## config.mk

```make
export PLATFORM = sky130hd
export DESIGN_NAME = mcf_monitor_fan
export DESIGN_NICKNAME = d
export VERILOG_FILES = /design/src/rtl/mcf_pkg.sv /design/src/rtl/mcf_monitor_fan.sv
export VERILOG_INCLUDE_DIRS = /design/src /design/src/rtl
export SDC_FILE = /design/constraint.sdc
export NUM_CORES = 2
export LEC_CHECK = 0
export BUFFER_PORTS_ARGS = -buffer_cell sky130_fd_sc_hd__buf_2
export CORE_MARGIN = 3
export CORE_UTILIZATION = 55
export DETAILED_ROUTE_END_ITERATION = 12
export PLACE_DENSITY = 0.71
export SETUP_SLACK_MARGIN = 0.02
export SLEW_MARGIN = 30
export SYNTH_ARGS = -nofsm -noshare
export SYNTH_HDL_FRONTEND = slang
export SYNTH_SLANG_ARGS = --single-unit
```

## constraint.sdc

```tcl
create_clock -name ref_clk -period 20.4 [get_ports ref_clk]
set_input_delay 4.08 -clock ref_clk [delete_from_list [all_inputs] [get_ports ref_clk]]
set_output_delay 4.08 -clock ref_clk [all_outputs]
set_load 0.01 [all_outputs]
```

## src/rtl/mcf_regs.svh

```systemverilog
// Register map, field positions, reset values and timing figures of the fan monitor
`ifndef MCF_REGS_SVH
`define MCF_REGS_SVH

// ==========================================================================
// Register offsets
`define MCF_ADDR_CONFIG_ONE   8'h00
`define MCF_ADDR_DAC_CODE     8'h04
`define MCF_ADDR_PWM_DUTY     8'h05
`define MCF_ADDR_START_FIRST  8'h10
`define MCF_ADDR_START_SECOND 8'h11
`define MCF_ADDR_START_THIRD  8'h12
`define MCF_ADDR_TEST_ONE     8'h14
`define MCF_ADDR_SHARED_A     8'h27
`define MCF_ADDR_SHARED_B     8'h29
`define MCF_ADDR_STATUS       8'h44
`define MCF_ADDR_VALUE_BASE   8'h30
`define MCF_ADDR_HIGH_BASE    8'h50
`define MCF_ADDR_LOW_BASE     8'h70

// ==========================================================================
// Field positions
`define MCF_CFG_START         0
`define MCF_CFG_INT_EN        1
`define MCF_CFG_INT_CLR       2
`define MCF_CFG_SHARED_DIODE  3
`define MCF_CFG_AUTO_DAC      5
`define MCF_CFG_AUTO_PWM      6
`define MCF_TEST_PWM_INVERT   1
`define MCF_STAT_LIMIT        0
`define MCF_STAT_FAN          1

// ==========================================================================
// Reset values
`define MCF_RST_CONFIG        8'h00
`define MCF_RST_DAC           8'hff
`define MCF_RST_PWM           8'hff
`define MCF_RST_START_TEMP    8'h7f
`define MCF_RST_TEST          8'h00
`define MCF_RST_HIGH          8'hff
`define MCF_RST_LOW           8'h00

// ==========================================================================
// Channel order
`define MCF_CH_COUNT          20
`define MCF_CH_REMOTE_ONE     5'h00
`define MCF_CH_ANALOG_EIGHT   5'h09
`define MCF_CH_ANALOG_NINE    5'h0a
`define MCF_CH_REMOTE_TWO     5'h12
`define MCF_CH_LOCAL          5'h13

// ==========================================================================
// Timing and transfer law
`define MCF_CLK_HZ            40000000
`define MCF_FAST_CONV_NS      711000
`define MCF_SLOW_CONV_NS      2130000
`define MCF_SPINUP_MS         2000
`define MCF_PWM_HZ            75
`define MCF_PWM_STEPS         255
`define MCF_SAMPLES_LAST      4'hf
`define MCF_RAMP_DEG          9'h014
`define MCF_HYST_DEG          9'h004
`define MCF_DAC_TOP           8'hf0
`define MCF_FULL_DRIVE        8'hff
`define MCF_DAC_STEP          8'h10
`define MCF_PWM_STEP          8'h11
`define MCF_DIFF_IGNORE       9'h180

`endif

```

## src/rtl/mcf_pkg.sv

```systemverilog
// Types shared by the fan monitor design
package mcf_pkg;

	typedef enum logic [1:0] {
		MCF_SEQ_IDLE    = 2'b00,
		MCF_SEQ_CONVERT = 2'b01
	} mcf_seq_state_t;

	typedef struct packed {
		logic       wr;
		logic       rd;
		logic [7:0] addr;
		logic [7:0] wdata;
	} mcf_reg_req_t;

endpackage

```

## src/rtl/mcf_monitor_fan.sv

```systemverilog
// Monitoring sequencer, averaging, limits and automatic fan drive
// Contract
// - Monitoring runs while start bit 0 is one and clear bit 2 is zero.
// - Interrupt pin is pulled low only while enable bit 1 is set.
// - Channels convert in turn, remote one first, local last, each stored unless the shared pin mode discards it.
// - Sequence repeats until start bit is cleared; latest values stay readable.
// - Shared pin pair is converted both as two analog and one remote channel.
// - Analog mode keeps 27h and 29h, diode mode keeps temperature at 29h.
// - Each conversion lasts 711 us, remote temperature ones 2.13 ms.
// - Sixteen conversions per channel are averaged into the result.
// - Sequencing is timed on its own counter, independent of fan measurement.
// - Voltage beyond high or low limit, temperature over hot limit, flags interrupt.
// - Fan DAC code register at 04h resets to ffh.
// - Open-drain pulse output near 75 Hz, duty from 05h unless automatic.
// - Test bit 1 at 14h inverts the pulse output polarity.
// - Bits 5 and 6 enable automatic drive of DAC and pulse outputs.
// - Three signed start temperatures at 10h to 12h, one per sensor.
// - Floors come from upper nibbles; DAC nibble serves both when both on.
// - DAC floor is sixteen times nibble, duty floor 6.67 percent per step.
// - Any sensor above start runs full drive two seconds, then the ramp law from floor.
// - Drive ramps linearly to 240 or full duty over 20 degrees, then full.
// - The sensor demanding most drive sets the fan drive.
// - Fan stops only when all sensors are 4 degrees below start.
// - Each automatic fan start or stop raises one interrupt event.
`timescale 1ns/1ps
`default_nettype none
`include "mcf_regs.svh"

module mcf_monitor_fan #(
	parameter int unsigned FAST_CONV_CYC = (`MCF_FAST_CONV_NS / 1000) * (`MCF_CLK_HZ / 1000000),
	parameter int unsigned SLOW_CONV_CYC = (`MCF_SLOW_CONV_NS / 1000) * (`MCF_CLK_HZ / 1000000),
	parameter int unsigned SPINUP_CYC    = `MCF_SPINUP_MS * (`MCF_CLK_HZ / 1000)
) (
	input  wire logic                 ref_clk,    // 40 MHz clock
	input  wire logic                 rst,        // Synchronous reset, active high
	input  wire logic                 clk_en,     // Freezes all state when low
	input  wire mcf_pkg::mcf_reg_req_t reg_req,   // Register write/read request
	output logic [7:0]                reg_rdata,  // Read data, valid after rd
	input  wire logic [7:0]           adc_data,   // Converter result for adc_chan
	output logic [4:0]                adc_chan,   // Channel being converted
	output logic                      adc_sample, // Pulse: adc_data was taken
	output logic [7:0]                dac_code,   // Fan DAC code
	output logic                      pwm_o,      // Pulse pin output level
	output logic                      pwm_oe,     // Pulse pin pulled low
	output logic                      int_n_o,    // Interrupt pin output level
	output logic                      int_n_oe,   // Interrupt pin pulled low
	output logic                      fan_running // Automatic fan on
);

	localparam int unsigned PWM_STEP_CYC = `MCF_CLK_HZ / (`MCF_PWM_HZ * `MCF_PWM_STEPS);

	// ==========================================================================
	// Functions
	function automatic logic is_temp(input logic [4:0] ch);
		return (ch == `MCF_CH_REMOTE_ONE) || (ch == `MCF_CH_REMOTE_TWO) || (ch == `MCF_CH_LOCAL);
	endfunction

	function automatic logic in_bank(input logic [7:0] addr, input logic [7:0] base);
		return (addr >= base) && (addr < base + 8'(`MCF_CH_COUNT));
	endfunction

	function automatic logic signed [8:0] temp_diff(input logic [7:0] t, input logic [7:0] s);
		return $signed({t[7], t}) - $signed({s[7], s});
	endfunction

	// Truncating interpolation; above the ramp the output jumps to full scale
	function automatic logic [7:0] ramp(input logic [7:0] floor, input logic [7:0] top,
			input logic signed [8:0] diff);
		logic [15:0] prod;
		prod = 16'(top - floor) * {8'h00, diff[7:0]};
		if (diff > $signed(`MCF_RAMP_DEG))
			return `MCF_FULL_DRIVE;
		else if (diff <= 9'sd0)
			return floor;
		else
			return floor + 8'(prod / 16'(`MCF_RAMP_DEG));
	endfunction

	// ==========================================================================
	// Registers
	logic [7:0] config_one, fan_dac_code, fan_pwm_duty, test_control_one;
	logic [7:0] fan_start_temp [3];
	logic [7:0] shared_analog_value, shared_temp_or_analog_value;
	logic [7:0] value    [`MCF_CH_COUNT];
	logic [7:0] high_lim [`MCF_CH_COUNT];
	logic [7:0] low_lim  [`MCF_CH_COUNT];
	logic [1:0] status;

	mcf_pkg::mcf_seq_state_t state;
	logic [31:0] conv_cnt, slot_len, spin_cnt;
	logic [3:0]  samp;
	logic [11:0] acc, next_acc;
	logic        done, recalc, fan_on, fan_event, limit_hit;
	logic [4:0]  done_ch;
	logic [7:0]  done_val;
	logic        run, diode_mode, auto_dac, auto_pwm, slot_end, keep;
	logic signed [8:0] diff_loc, diff_r1, diff_r2, max_diff, max_hold;
	logic        any_hot, all_cool, spinning, pwm_active;
	logic [7:0]  pwm_duty, dac_floor, pwm_floor;
	logic [11:0] pwm_pre;
	logic [7:0]  pwm_phase;

	assign run        = config_one[`MCF_CFG_START] && !config_one[`MCF_CFG_INT_CLR];
	assign diode_mode = config_one[`MCF_CFG_SHARED_DIODE];
	assign auto_dac   = config_one[`MCF_CFG_START] && config_one[`MCF_CFG_AUTO_DAC];
	assign auto_pwm   = config_one[`MCF_CFG_START] && config_one[`MCF_CFG_AUTO_PWM];
	assign slot_len   = is_temp(adc_chan) && adc_chan != `MCF_CH_LOCAL ?
		SLOW_CONV_CYC : FAST_CONV_CYC;
	assign slot_end   = (conv_cnt == slot_len - 32'd1);
	assign next_acc   = acc + (is_temp(adc_chan) ? {{4{adc_data[7]}}, adc_data} :
		{4'h0, adc_data});

	// ==========================================================================
	// Round-robin sequencer, own slot timer so no fan loop coupling
	always_ff @(posedge ref_clk) begin
		if (rst) begin
			state      <= mcf_pkg::MCF_SEQ_IDLE;
			adc_chan   <= `MCF_CH_REMOTE_ONE;
			conv_cnt   <= 32'd0;
			samp       <= 4'h0;
			acc        <= 12'h000;
			adc_sample <= 1'b0;
			done       <= 1'b0;
			done_ch    <= `MCF_CH_REMOTE_ONE;
			done_val   <= 8'h00;
		end else if (clk_en) begin
			adc_sample <= 1'b0;
			done       <= 1'b0;
			case (state)
				mcf_pkg::MCF_SEQ_IDLE: begin
					if (run) begin
						state    <= mcf_pkg::MCF_SEQ_CONVERT;
						adc_chan <= `MCF_CH_REMOTE_ONE;
						conv_cnt <= 32'd0;
						samp     <= 4'h0;
						acc      <= 12'h000;
					end
				end
				mcf_pkg::MCF_SEQ_CONVERT: begin
					if (!run) begin
						state <= mcf_pkg::MCF_SEQ_IDLE;
					end else if (slot_end) begin
						conv_cnt   <= 32'd0;
						adc_sample <= 1'b1;
						samp       <= samp + 4'h1;
						if (samp == `MCF_SAMPLES_LAST) begin
							acc      <= 12'h000;
							done     <= 1'b1;
							done_ch  <= adc_chan;
							done_val <= next_acc[11:4];
							// Shared pins get both their analog and diode slots
							adc_chan <= (adc_chan == `MCF_CH_LOCAL) ?
								`MCF_CH_REMOTE_ONE : adc_chan + 5'h01;
						end else begin
							acc <= next_acc;
						end
					end else begin
						conv_cnt <= conv_cnt + 32'd1;
					end
				end
				default: state <= mcf_pkg::MCF_SEQ_IDLE;
			endcase
		end
	end

	// ==========================================================================
	// Result storage with shared pin routing
	always_comb begin
		keep = 1'b1;
		if (done_ch == `MCF_CH_REMOTE_TWO)
			keep = diode_mode;
		else if (done_ch == `MCF_CH_ANALOG_EIGHT || done_ch == `MCF_CH_ANALOG_NINE)
			keep = !diode_mode;
	end

	always_ff @(posedge ref_clk) begin
		if (rst) begin
			shared_analog_value         <= 8'h00;
			shared_temp_or_analog_value <= 8'h00;
			for (int i = 0; i < `MCF_CH_COUNT; i++)
				value[i] <= 8'h00;
		end else if (clk_en && done && keep) begin
			value[done_ch] <= done_val;
			if (done_ch == `MCF_CH_ANALOG_EIGHT)
				shared_analog_value <= done_val;
			if (done_ch == `MCF_CH_ANALOG_NINE || done_ch == `MCF_CH_REMOTE_TWO)
				shared_temp_or_analog_value <= done_val;
		end
	end

	// Temperatures compare signed against hot limit only; hysteresis limit is for software
	assign limit_hit = done && keep && (is_temp(done_ch) ?
		$signed(done_val) > $signed(high_lim[done_ch]) :
		(done_val > high_lim[done_ch] || done_val < low_lim[done_ch]));

	// ==========================================================================
	// Sticky interrupt flags; a new event beats the clear bit
	always_ff @(posedge ref_clk) begin
		if (rst) begin
			status   <= 2'b00;
			int_n_oe <= 1'b0;
			int_n_o  <= 1'b0;
		end else if (clk_en) begin
			status <= (status & ~{2{config_one[`MCF_CFG_INT_CLR]}}) |
				{fan_event, limit_hit};
			int_n_oe <= config_one[`MCF_CFG_INT_EN] && (status != 2'b00);
		end
	end

	// ==========================================================================
	// Automatic control: highest demand wins, start/stop with hysteresis
	always_comb begin
		diff_loc = temp_diff(value[`MCF_CH_LOCAL], fan_start_temp[0]);
		diff_r1  = temp_diff(value[`MCF_CH_REMOTE_ONE], fan_start_temp[1]);
		diff_r2  = diode_mode ? temp_diff(value[`MCF_CH_REMOTE_TWO], fan_start_temp[2]) :
			$signed(`MCF_DIFF_IGNORE);
		max_diff = diff_loc;
		if (diff_r1 > max_diff)
			max_diff = diff_r1;
		if (diff_r2 > max_diff)
			max_diff = diff_r2;
		any_hot  = max_diff > 9'sd0;
		all_cool = max_diff <= -$signed(`MCF_HYST_DEG);
	end

	assign spinning = (spin_cnt != 32'd0);

	always_ff @(posedge ref_clk) begin
		if (rst) begin
			recalc    <= 1'b0;
			fan_on    <= 1'b0;
			fan_event <= 1'b0;
			spin_cnt  <= 32'd0;
			max_hold  <= 9'sd0;
		end else if (clk_en) begin
			recalc    <= done && keep && is_temp(done_ch);
			fan_event <= 1'b0;
			if (!(auto_dac || auto_pwm)) begin
				fan_on   <= 1'b0;
				spin_cnt <= 32'd0;
			end else if (recalc && !fan_on && any_hot) begin
				fan_on    <= 1'b1;
				fan_event <= 1'b1;
				spin_cnt  <= SPINUP_CYC;
				max_hold  <= max_diff;
			end else if (recalc && fan_on && all_cool) begin
				fan_on    <= 1'b0;
				fan_event <= 1'b1;
				spin_cnt  <= 32'd0;
				max_hold  <= max_diff;
			end else begin
				if (recalc)
					max_hold <= max_diff;
				if (spinning)
					spin_cnt <= spin_cnt - 32'd1;
			end
		end
	end

	assign fan_running = fan_on;

	// ==========================================================================
	// Output drive selection
	assign dac_floor = 8'(fan_dac_code[7:4] * `MCF_DAC_STEP);
	assign pwm_floor = 8'((auto_dac ? fan_dac_code[7:4] : fan_pwm_duty[7:4]) *
		`MCF_PWM_STEP);

	always_ff @(posedge ref_clk) begin
		if (rst) begin
			dac_code <= `MCF_RST_DAC;
			pwm_duty <= `MCF_RST_PWM;
		end else if (clk_en) begin
			if (!auto_dac)
				dac_code <= fan_dac_code;
			else if (!fan_on)
				dac_code <= 8'h00;
			else if (spinning)
				dac_code <= `MCF_FULL_DRIVE;
			else
				dac_code <= ramp(dac_floor, `MCF_DAC_TOP, max_hold);
			if (!auto_pwm)
				pwm_duty <= fan_pwm_duty;
			else if (!fan_on)
				pwm_duty <= 8'h00;
			else if (spinning)
				pwm_duty <= `MCF_FULL_DRIVE;
			else
				pwm_duty <= ramp(pwm_floor, `MCF_FULL_DRIVE, max_hold);
		end
	end

	// ==========================================================================
	// Pulse output: 255 steps per period; with test bit 1 clear a released pin means drive on
	assign pwm_active = (pwm_duty > pwm_phase);

	always_ff @(posedge ref_clk) begin
		if (rst) begin
			pwm_pre   <= 12'h000;
			pwm_phase <= 8'h00;
			pwm_oe    <= 1'b1;
			pwm_o     <= 1'b0;
		end else if (clk_en) begin
			if (pwm_pre == 12'(PWM_STEP_CYC - 1)) begin
				pwm_pre   <= 12'h000;
				pwm_phase <= (pwm_phase == 8'(`MCF_PWM_STEPS - 1)) ? 8'h00 : pwm_phase + 8'h01;
			end else begin
				pwm_pre <= pwm_pre + 12'h001;
			end
			pwm_oe <= !(pwm_active ^ test_control_one[`MCF_TEST_PWM_INVERT]);
		end
	end

	// ==========================================================================
	// Register access
	always_ff @(posedge ref_clk) begin
		if (rst) begin
			config_one       <= `MCF_RST_CONFIG;
			fan_dac_code     <= `MCF_RST_DAC;
			fan_pwm_duty     <= `MCF_RST_PWM;
			test_control_one <= `MCF_RST_TEST;
			for (int i = 0; i < 3; i++)
				fan_start_temp[i] <= `MCF_RST_START_TEMP;
			for (int i = 0; i < `MCF_CH_COUNT; i++) begin
				high_lim[i] <= `MCF_RST_HIGH;
				low_lim[i]  <= `MCF_RST_LOW;
			end
		end else if (clk_en && reg_req.wr) begin
			case (reg_req.addr)
				`MCF_ADDR_CONFIG_ONE:   config_one        <= reg_req.wdata;
				`MCF_ADDR_DAC_CODE:     fan_dac_code      <= reg_req.wdata;
				`MCF_ADDR_PWM_DUTY:     fan_pwm_duty      <= reg_req.wdata;
				`MCF_ADDR_START_FIRST:  fan_start_temp[0] <= reg_req.wdata;
				`MCF_ADDR_START_SECOND: fan_start_temp[1] <= reg_req.wdata;
				`MCF_ADDR_START_THIRD:  fan_start_temp[2] <= reg_req.wdata;
				`MCF_ADDR_TEST_ONE:     test_control_one  <= reg_req.wdata;
				default: begin
					if (in_bank(reg_req.addr, `MCF_ADDR_HIGH_BASE))
						high_lim[5'(reg_req.addr - `MCF_ADDR_HIGH_BASE)] <= reg_req.wdata;
					if (in_bank(reg_req.addr, `MCF_ADDR_LOW_BASE))
						low_lim[5'(reg_req.addr - `MCF_ADDR_LOW_BASE)] <= reg_req.wdata;
				end
			endcase
		end
	end

	always_ff @(posedge ref_clk) begin
		if (rst) begin
			reg_rdata <= 8'h00;
		end else if (clk_en && reg_req.rd) begin
			case (reg_req.addr)
				`MCF_ADDR_CONFIG_ONE:   reg_rdata <= config_one;
				`MCF_ADDR_DAC_CODE:     reg_rdata <= fan_dac_code;
				`MCF_ADDR_PWM_DUTY:     reg_rdata <= fan_pwm_duty;
				`MCF_ADDR_START_FIRST:  reg_rdata <= fan_start_temp[0];
				`MCF_ADDR_START_SECOND: reg_rdata <= fan_start_temp[1];
				`MCF_ADDR_START_THIRD:  reg_rdata <= fan_start_temp[2];
				`MCF_ADDR_TEST_ONE:     reg_rdata <= test_control_one;
				`MCF_ADDR_SHARED_A:     reg_rdata <= shared_analog_value;
				`MCF_ADDR_SHARED_B:     reg_rdata <= shared_temp_or_analog_value;
				`MCF_ADDR_STATUS:       reg_rdata <= {6'h00, status};
				default: begin
					if (in_bank(reg_req.addr, `MCF_ADDR_VALUE_BASE))
						reg_rdata <= value[5'(reg_req.addr - `MCF_ADDR_VALUE_BASE)];
					else if (in_bank(reg_req.addr, `MCF_ADDR_HIGH_BASE))
						reg_rdata <= high_lim[5'(reg_req.addr - `MCF_ADDR_HIGH_BASE)];
					else if (in_bank(reg_req.addr, `MCF_ADDR_LOW_BASE))
						reg_rdata <= low_lim[5'(reg_req.addr - `MCF_ADDR_LOW_BASE)];
					else
						reg_rdata <= 8'h00;
				end
			endcase
		end
	end
endmodule // mcf_monitor_fan
`default_nettype wire

```

==> results.sh <==
export IMPL_status="finished, final reports clean"
export IMPL_port_buffers=53
export IMPL_cts_tree="built"
export IMPL_cts_buffers=104
export IMPL_power_density_mw_per_mm2=74.08
export IMPL_skew_ns=0.04836
export IMPL_layout_drive_gt1_share_pct=16.43
export IMPL_die_w_um=327.8
export IMPL_ir_worst_vdd_mv=0.07401
export IMPL_grt_overflow_total=0
export IMPL_dr_pass1_iters=8
export IMPL_ant_nets=0
export IMPL_setup_viol=0
export IMPL_hold_path_end="config_one[7]"
export IMPL_syn_to_final_growth_pct=9.696
export IMPL_critical_path_max_stage_delay_ns=0.87
export IMPL_synth_main_ff_cell="edfxtp_1"
export IMPL_p_leak_nw=22.47
export IMPL_drt_first_iter_violations=4327
export IMPL_cts_sinks=1006
export IMPL_async_flop_share_pct=0
export IMPL_r2r_slack_ns=8.31
export IMPL_fp_dieH_um=327.8
export IMPL_wl_met2_mm=70.58
export IMPL_min_path_type="reg2reg"
export IMPL_nNetsFinal=4961
export IMPL_netlist_instances=4606
export IMPL_yosys_warnings=0
export IMPL_met3_length_mm=13.66
export IMPL_clock_latency_ns=0.72
export IMPL_clockBufferDepth=3
export IMPL_grt_max_degree=99
export IMPL_hold_viol=0
export IMPL_r2r_end="pwm_duty[7]"
export IMPL_cts_hold_repair_buffers=0
export IMPL_slew_violations=0
export IMPL_tightest_slew_ns=1.025
export IMPL_met1Wirelength_mm=58.47
export IMPL_antenna_found_initial=10
export IMPL_wl_mm=148.2
export IMPL_vias=39120
export IMPL_start_kind="flip-flop"
export IMPL_synth_edff_count=792
export IMPL_dpl_hpwl_mm=99.14
export IMPL_cp_max_fo=20
export IMPL_fmax_mhz=82.70
export IMPL_worstHoldStart="config_one[7]"
export IMPL_first_global_vias=37890
export IMPL_wl_per_cell_um=24.01
export IMPL_reg2reg_from="config_one[0]"
export IMPL_cp_end_kind="flip-flop"
export IMPL_post_cts_resized=0
export IMPL_syn_area_per_cell_um2=12.37
export IMPL_setup_tns_ns=0
export IMPL_final_cells=6172
export IMPL_crit_path_top_delay_cell="mux2i_1"
export IMPL_crit_arrival_ns=12.61
export IMPL_highest_layer="met5"
export IMPL_via_per_inst=6.338
export IMPL_core_area_mm2=0.1023
export IMPL_ioPinCount=56
export IMPL_finalCritPeriodShare_pct=59.27
export IMPL_drv_cap=0
export IMPL_clkTransAtPathRegs_ns=0.06
export IMPL_synth_distinct_cells=109
export IMPL_path_class="reg2reg"
export IMPL_slew_headroom_pct=31.13
export IMPL_rows=117
export IMPL_hold_depth=2
export IMPL_r2r_cells=42
export IMPL_cts_max_level=3
export IMPL_postCtsSetupRepairBufs=0
export IMPL_start_util_pct=55.66
export IMPL_clockRootBuffer="clkbuf_16"
export IMPL_gp_congestion=0.9143
export IMPL_min_period_ns=12.09
export IMPL_cp_data_required_time_ns=20.92
export IMPL_grtUsageTotal_pct=27.71
export IMPL_rsz0062_at_grt="no"
export IMPL_grt_pass1_wl_mm=228.7
export IMPL_drc=0
export IMPL_synth_seq_area_share_pct=49.28
export IMPL_placedCellCount=5976
export IMPL_synthesis_area_mm2=0.05696
export IMPL_ys_seq_elements=1006
export IMPL_die_area_mm2=0.1075
-- state kept, by name (all words and copies together), names as in the netlist, 9 cells and up, named ones only --
register	flops
fan_start_temp	24
max_hold	9
spin_cnt	32
pwm_pre	12
acc	12
high_lim	256
low_lim	256
conv_cnt	32
value	256
-- per-layer routing --
layer / up-vias / global-route usage [%]
met5: - / 0
met4: 6 / 10.10
met3: 302 / 5.202
met2: 1848 / 44.23
met1: 19450 / 38.24
li1: 17510 / -
-- cell type report --
class | instances | area, um2
fillers | 7884 | 39850
flip-flops and latches | 1006 | 28080
clock inverters | 53 | 495.5
well taps | 1368 | 1712
diodes | 8 | 20.02
clock buffers | 135 | 2824
inverters | 200 | 753.2
multi-input cells | 3251 | 27570
repair buffers | 151 | 1025
-- synthesized netlist by cell type, drive strengths merged, types with 70 or more instances --
cell / n / area share [%]
edfxtp: 792 / 42
mux4: 400 / 16
nor2: 317 / 2.1
and2: 310 / 3.4
nand2: 268 / 1.8
clkbuf: 264 / 1.7
dfxtp: 214 / 7.5
inv: 197 / 1.3
a21oi: 175 / 1.6
or3: 172 / 1.9
o21ai: 170 / 1.5
ha: 168 / 3.7
nand3: 114 / 1.0
nor3: 96 / 0.90
buf: 78 / 0.65
xnor2: 70 / 1.1
-- cells in the final DEF (no fill, tap or decap), types with 19 or more instances in the layout --
cell type / Yosys / final
ha_1: 168 / 168
a221oi_1: 19 / 19
nor2b_1: 50 / 50
fa_1: 50 / 50
and2_1: 308 / 308
a211oi_1: 21 / 21
xnor2_1: 69 / 69
and3_1: 36 / 36
clkinv_1: 3 / 22
a31oi_1: 26 / 26
nand3_1: 114 / 114
nand2_1: 268 / 266
edfxtp_1: 792 / 792
a21o_1: 36 / 36
buf_4: 6 / 100
conb_1: 1 / 194
nor2_1: 315 / 315
a22oi_1: 30 / 30
xor2_1: 56 / 56
mux4_2: 400 / 400
nand4_1: 46 / 46
o21ai_0: 162 / 140
or3_1: 171 / 171
nor3_1: 91 / 90
nand2b_1: 29 / 29
o21a_1: 27 / 27
o211ai_1: 30 / 30
mux2i_1: 56 / 56
clkbuf_16: 0 / 108
or2_2: 27 / 27
nor4_1: 23 / 21
inv_1: 197 / 197
clkbuf_1: 263 / 25
buf_2: 27 / 49
dfxtp_1: 214 / 210
o21ai_1: 6 / 19
a21oi_1: 173 / 173
-- report_power, final --
group          switching (mW)  internal (mW)
clock                   0.811           1.05
combinational           0.248          0.178
sequential             0.0446           2.29
total                    1.10           3.53
-- critical path, delay by kind of cell (launching register included) --
| kind | cells | cell delay (ns) |
|---|---|---|
| AO/OA/AOI/OAI | 17 | 3.46 |
| multiplexers | 1 | 0.87 |
| AND/OR/NAND/NOR | 11 | 3.77 |
| flip-flops | 1 | 0.56 |
| buffers and inverters | 4 | 0.21 |
| XOR/XNOR | 3 | 0.48 |
| adder cells (fa/ha/maj) | 6 | 2.56 |
-- worst max-delay path by stage --
stage | start | to | slack (ns) | cells after the start
floorplan | config_one[5] | pwm_duty[7] | 11.01 | 49
global placement | config_one[0] | pwm_duty[6] | 8.67 | 42
detailed placement | config_one[0] | pwm_duty[7] | 8.59 | 42
CTS | config_one[0] | pwm_duty[7] | 8.54 | 42
global route | config_one[0] | pwm_duty[7] | 7.37 | 42
finish | config_one[0] | pwm_duty[7] | 8.31 | 42
-- cells by family (layout without fill, tap and decap cells) --
family | after synthesis | count (layout) | share of synthesized area (%)
AOI/OAI and AO/OA | 702 | 702 | 8.376
xor gates and xnor gates | 127 | 127 | 1.990
adders and majority gates | 219 | 219 | 5.465
buffers and inverters | 542 | 539 | 3.712
DFF | 1006 | 1006 | 49.28
muxes | 462 | 462 | 16.92
other | 1 | 202 | 0.006584
and+or+nand+nor | 1547 | 1547 | 14.25
-- through the flow --
step | utilization [%] | setup WS (ns) | power, mW | area, um2 | hold WS (ns)
floorplan | - | 11.01 | 2.654 | 57680 | 0.4258
global placement | 57.74 | 8.670 | 2.789 | 59080 | 0.4431
detailed placement | 57.79 | 8.588 | 2.801 | 59130 | 0.4460
CTS | 61.03 | 8.535 | 4.648 | 62450 | 0.4544
global route | 61.04 | 7.370 | 4.769 | 62460 | 0.4843
finish | 61.06 | 8.308 | 4.629 | 62480 | 0.4587
(Power assumes the default switching activity.)
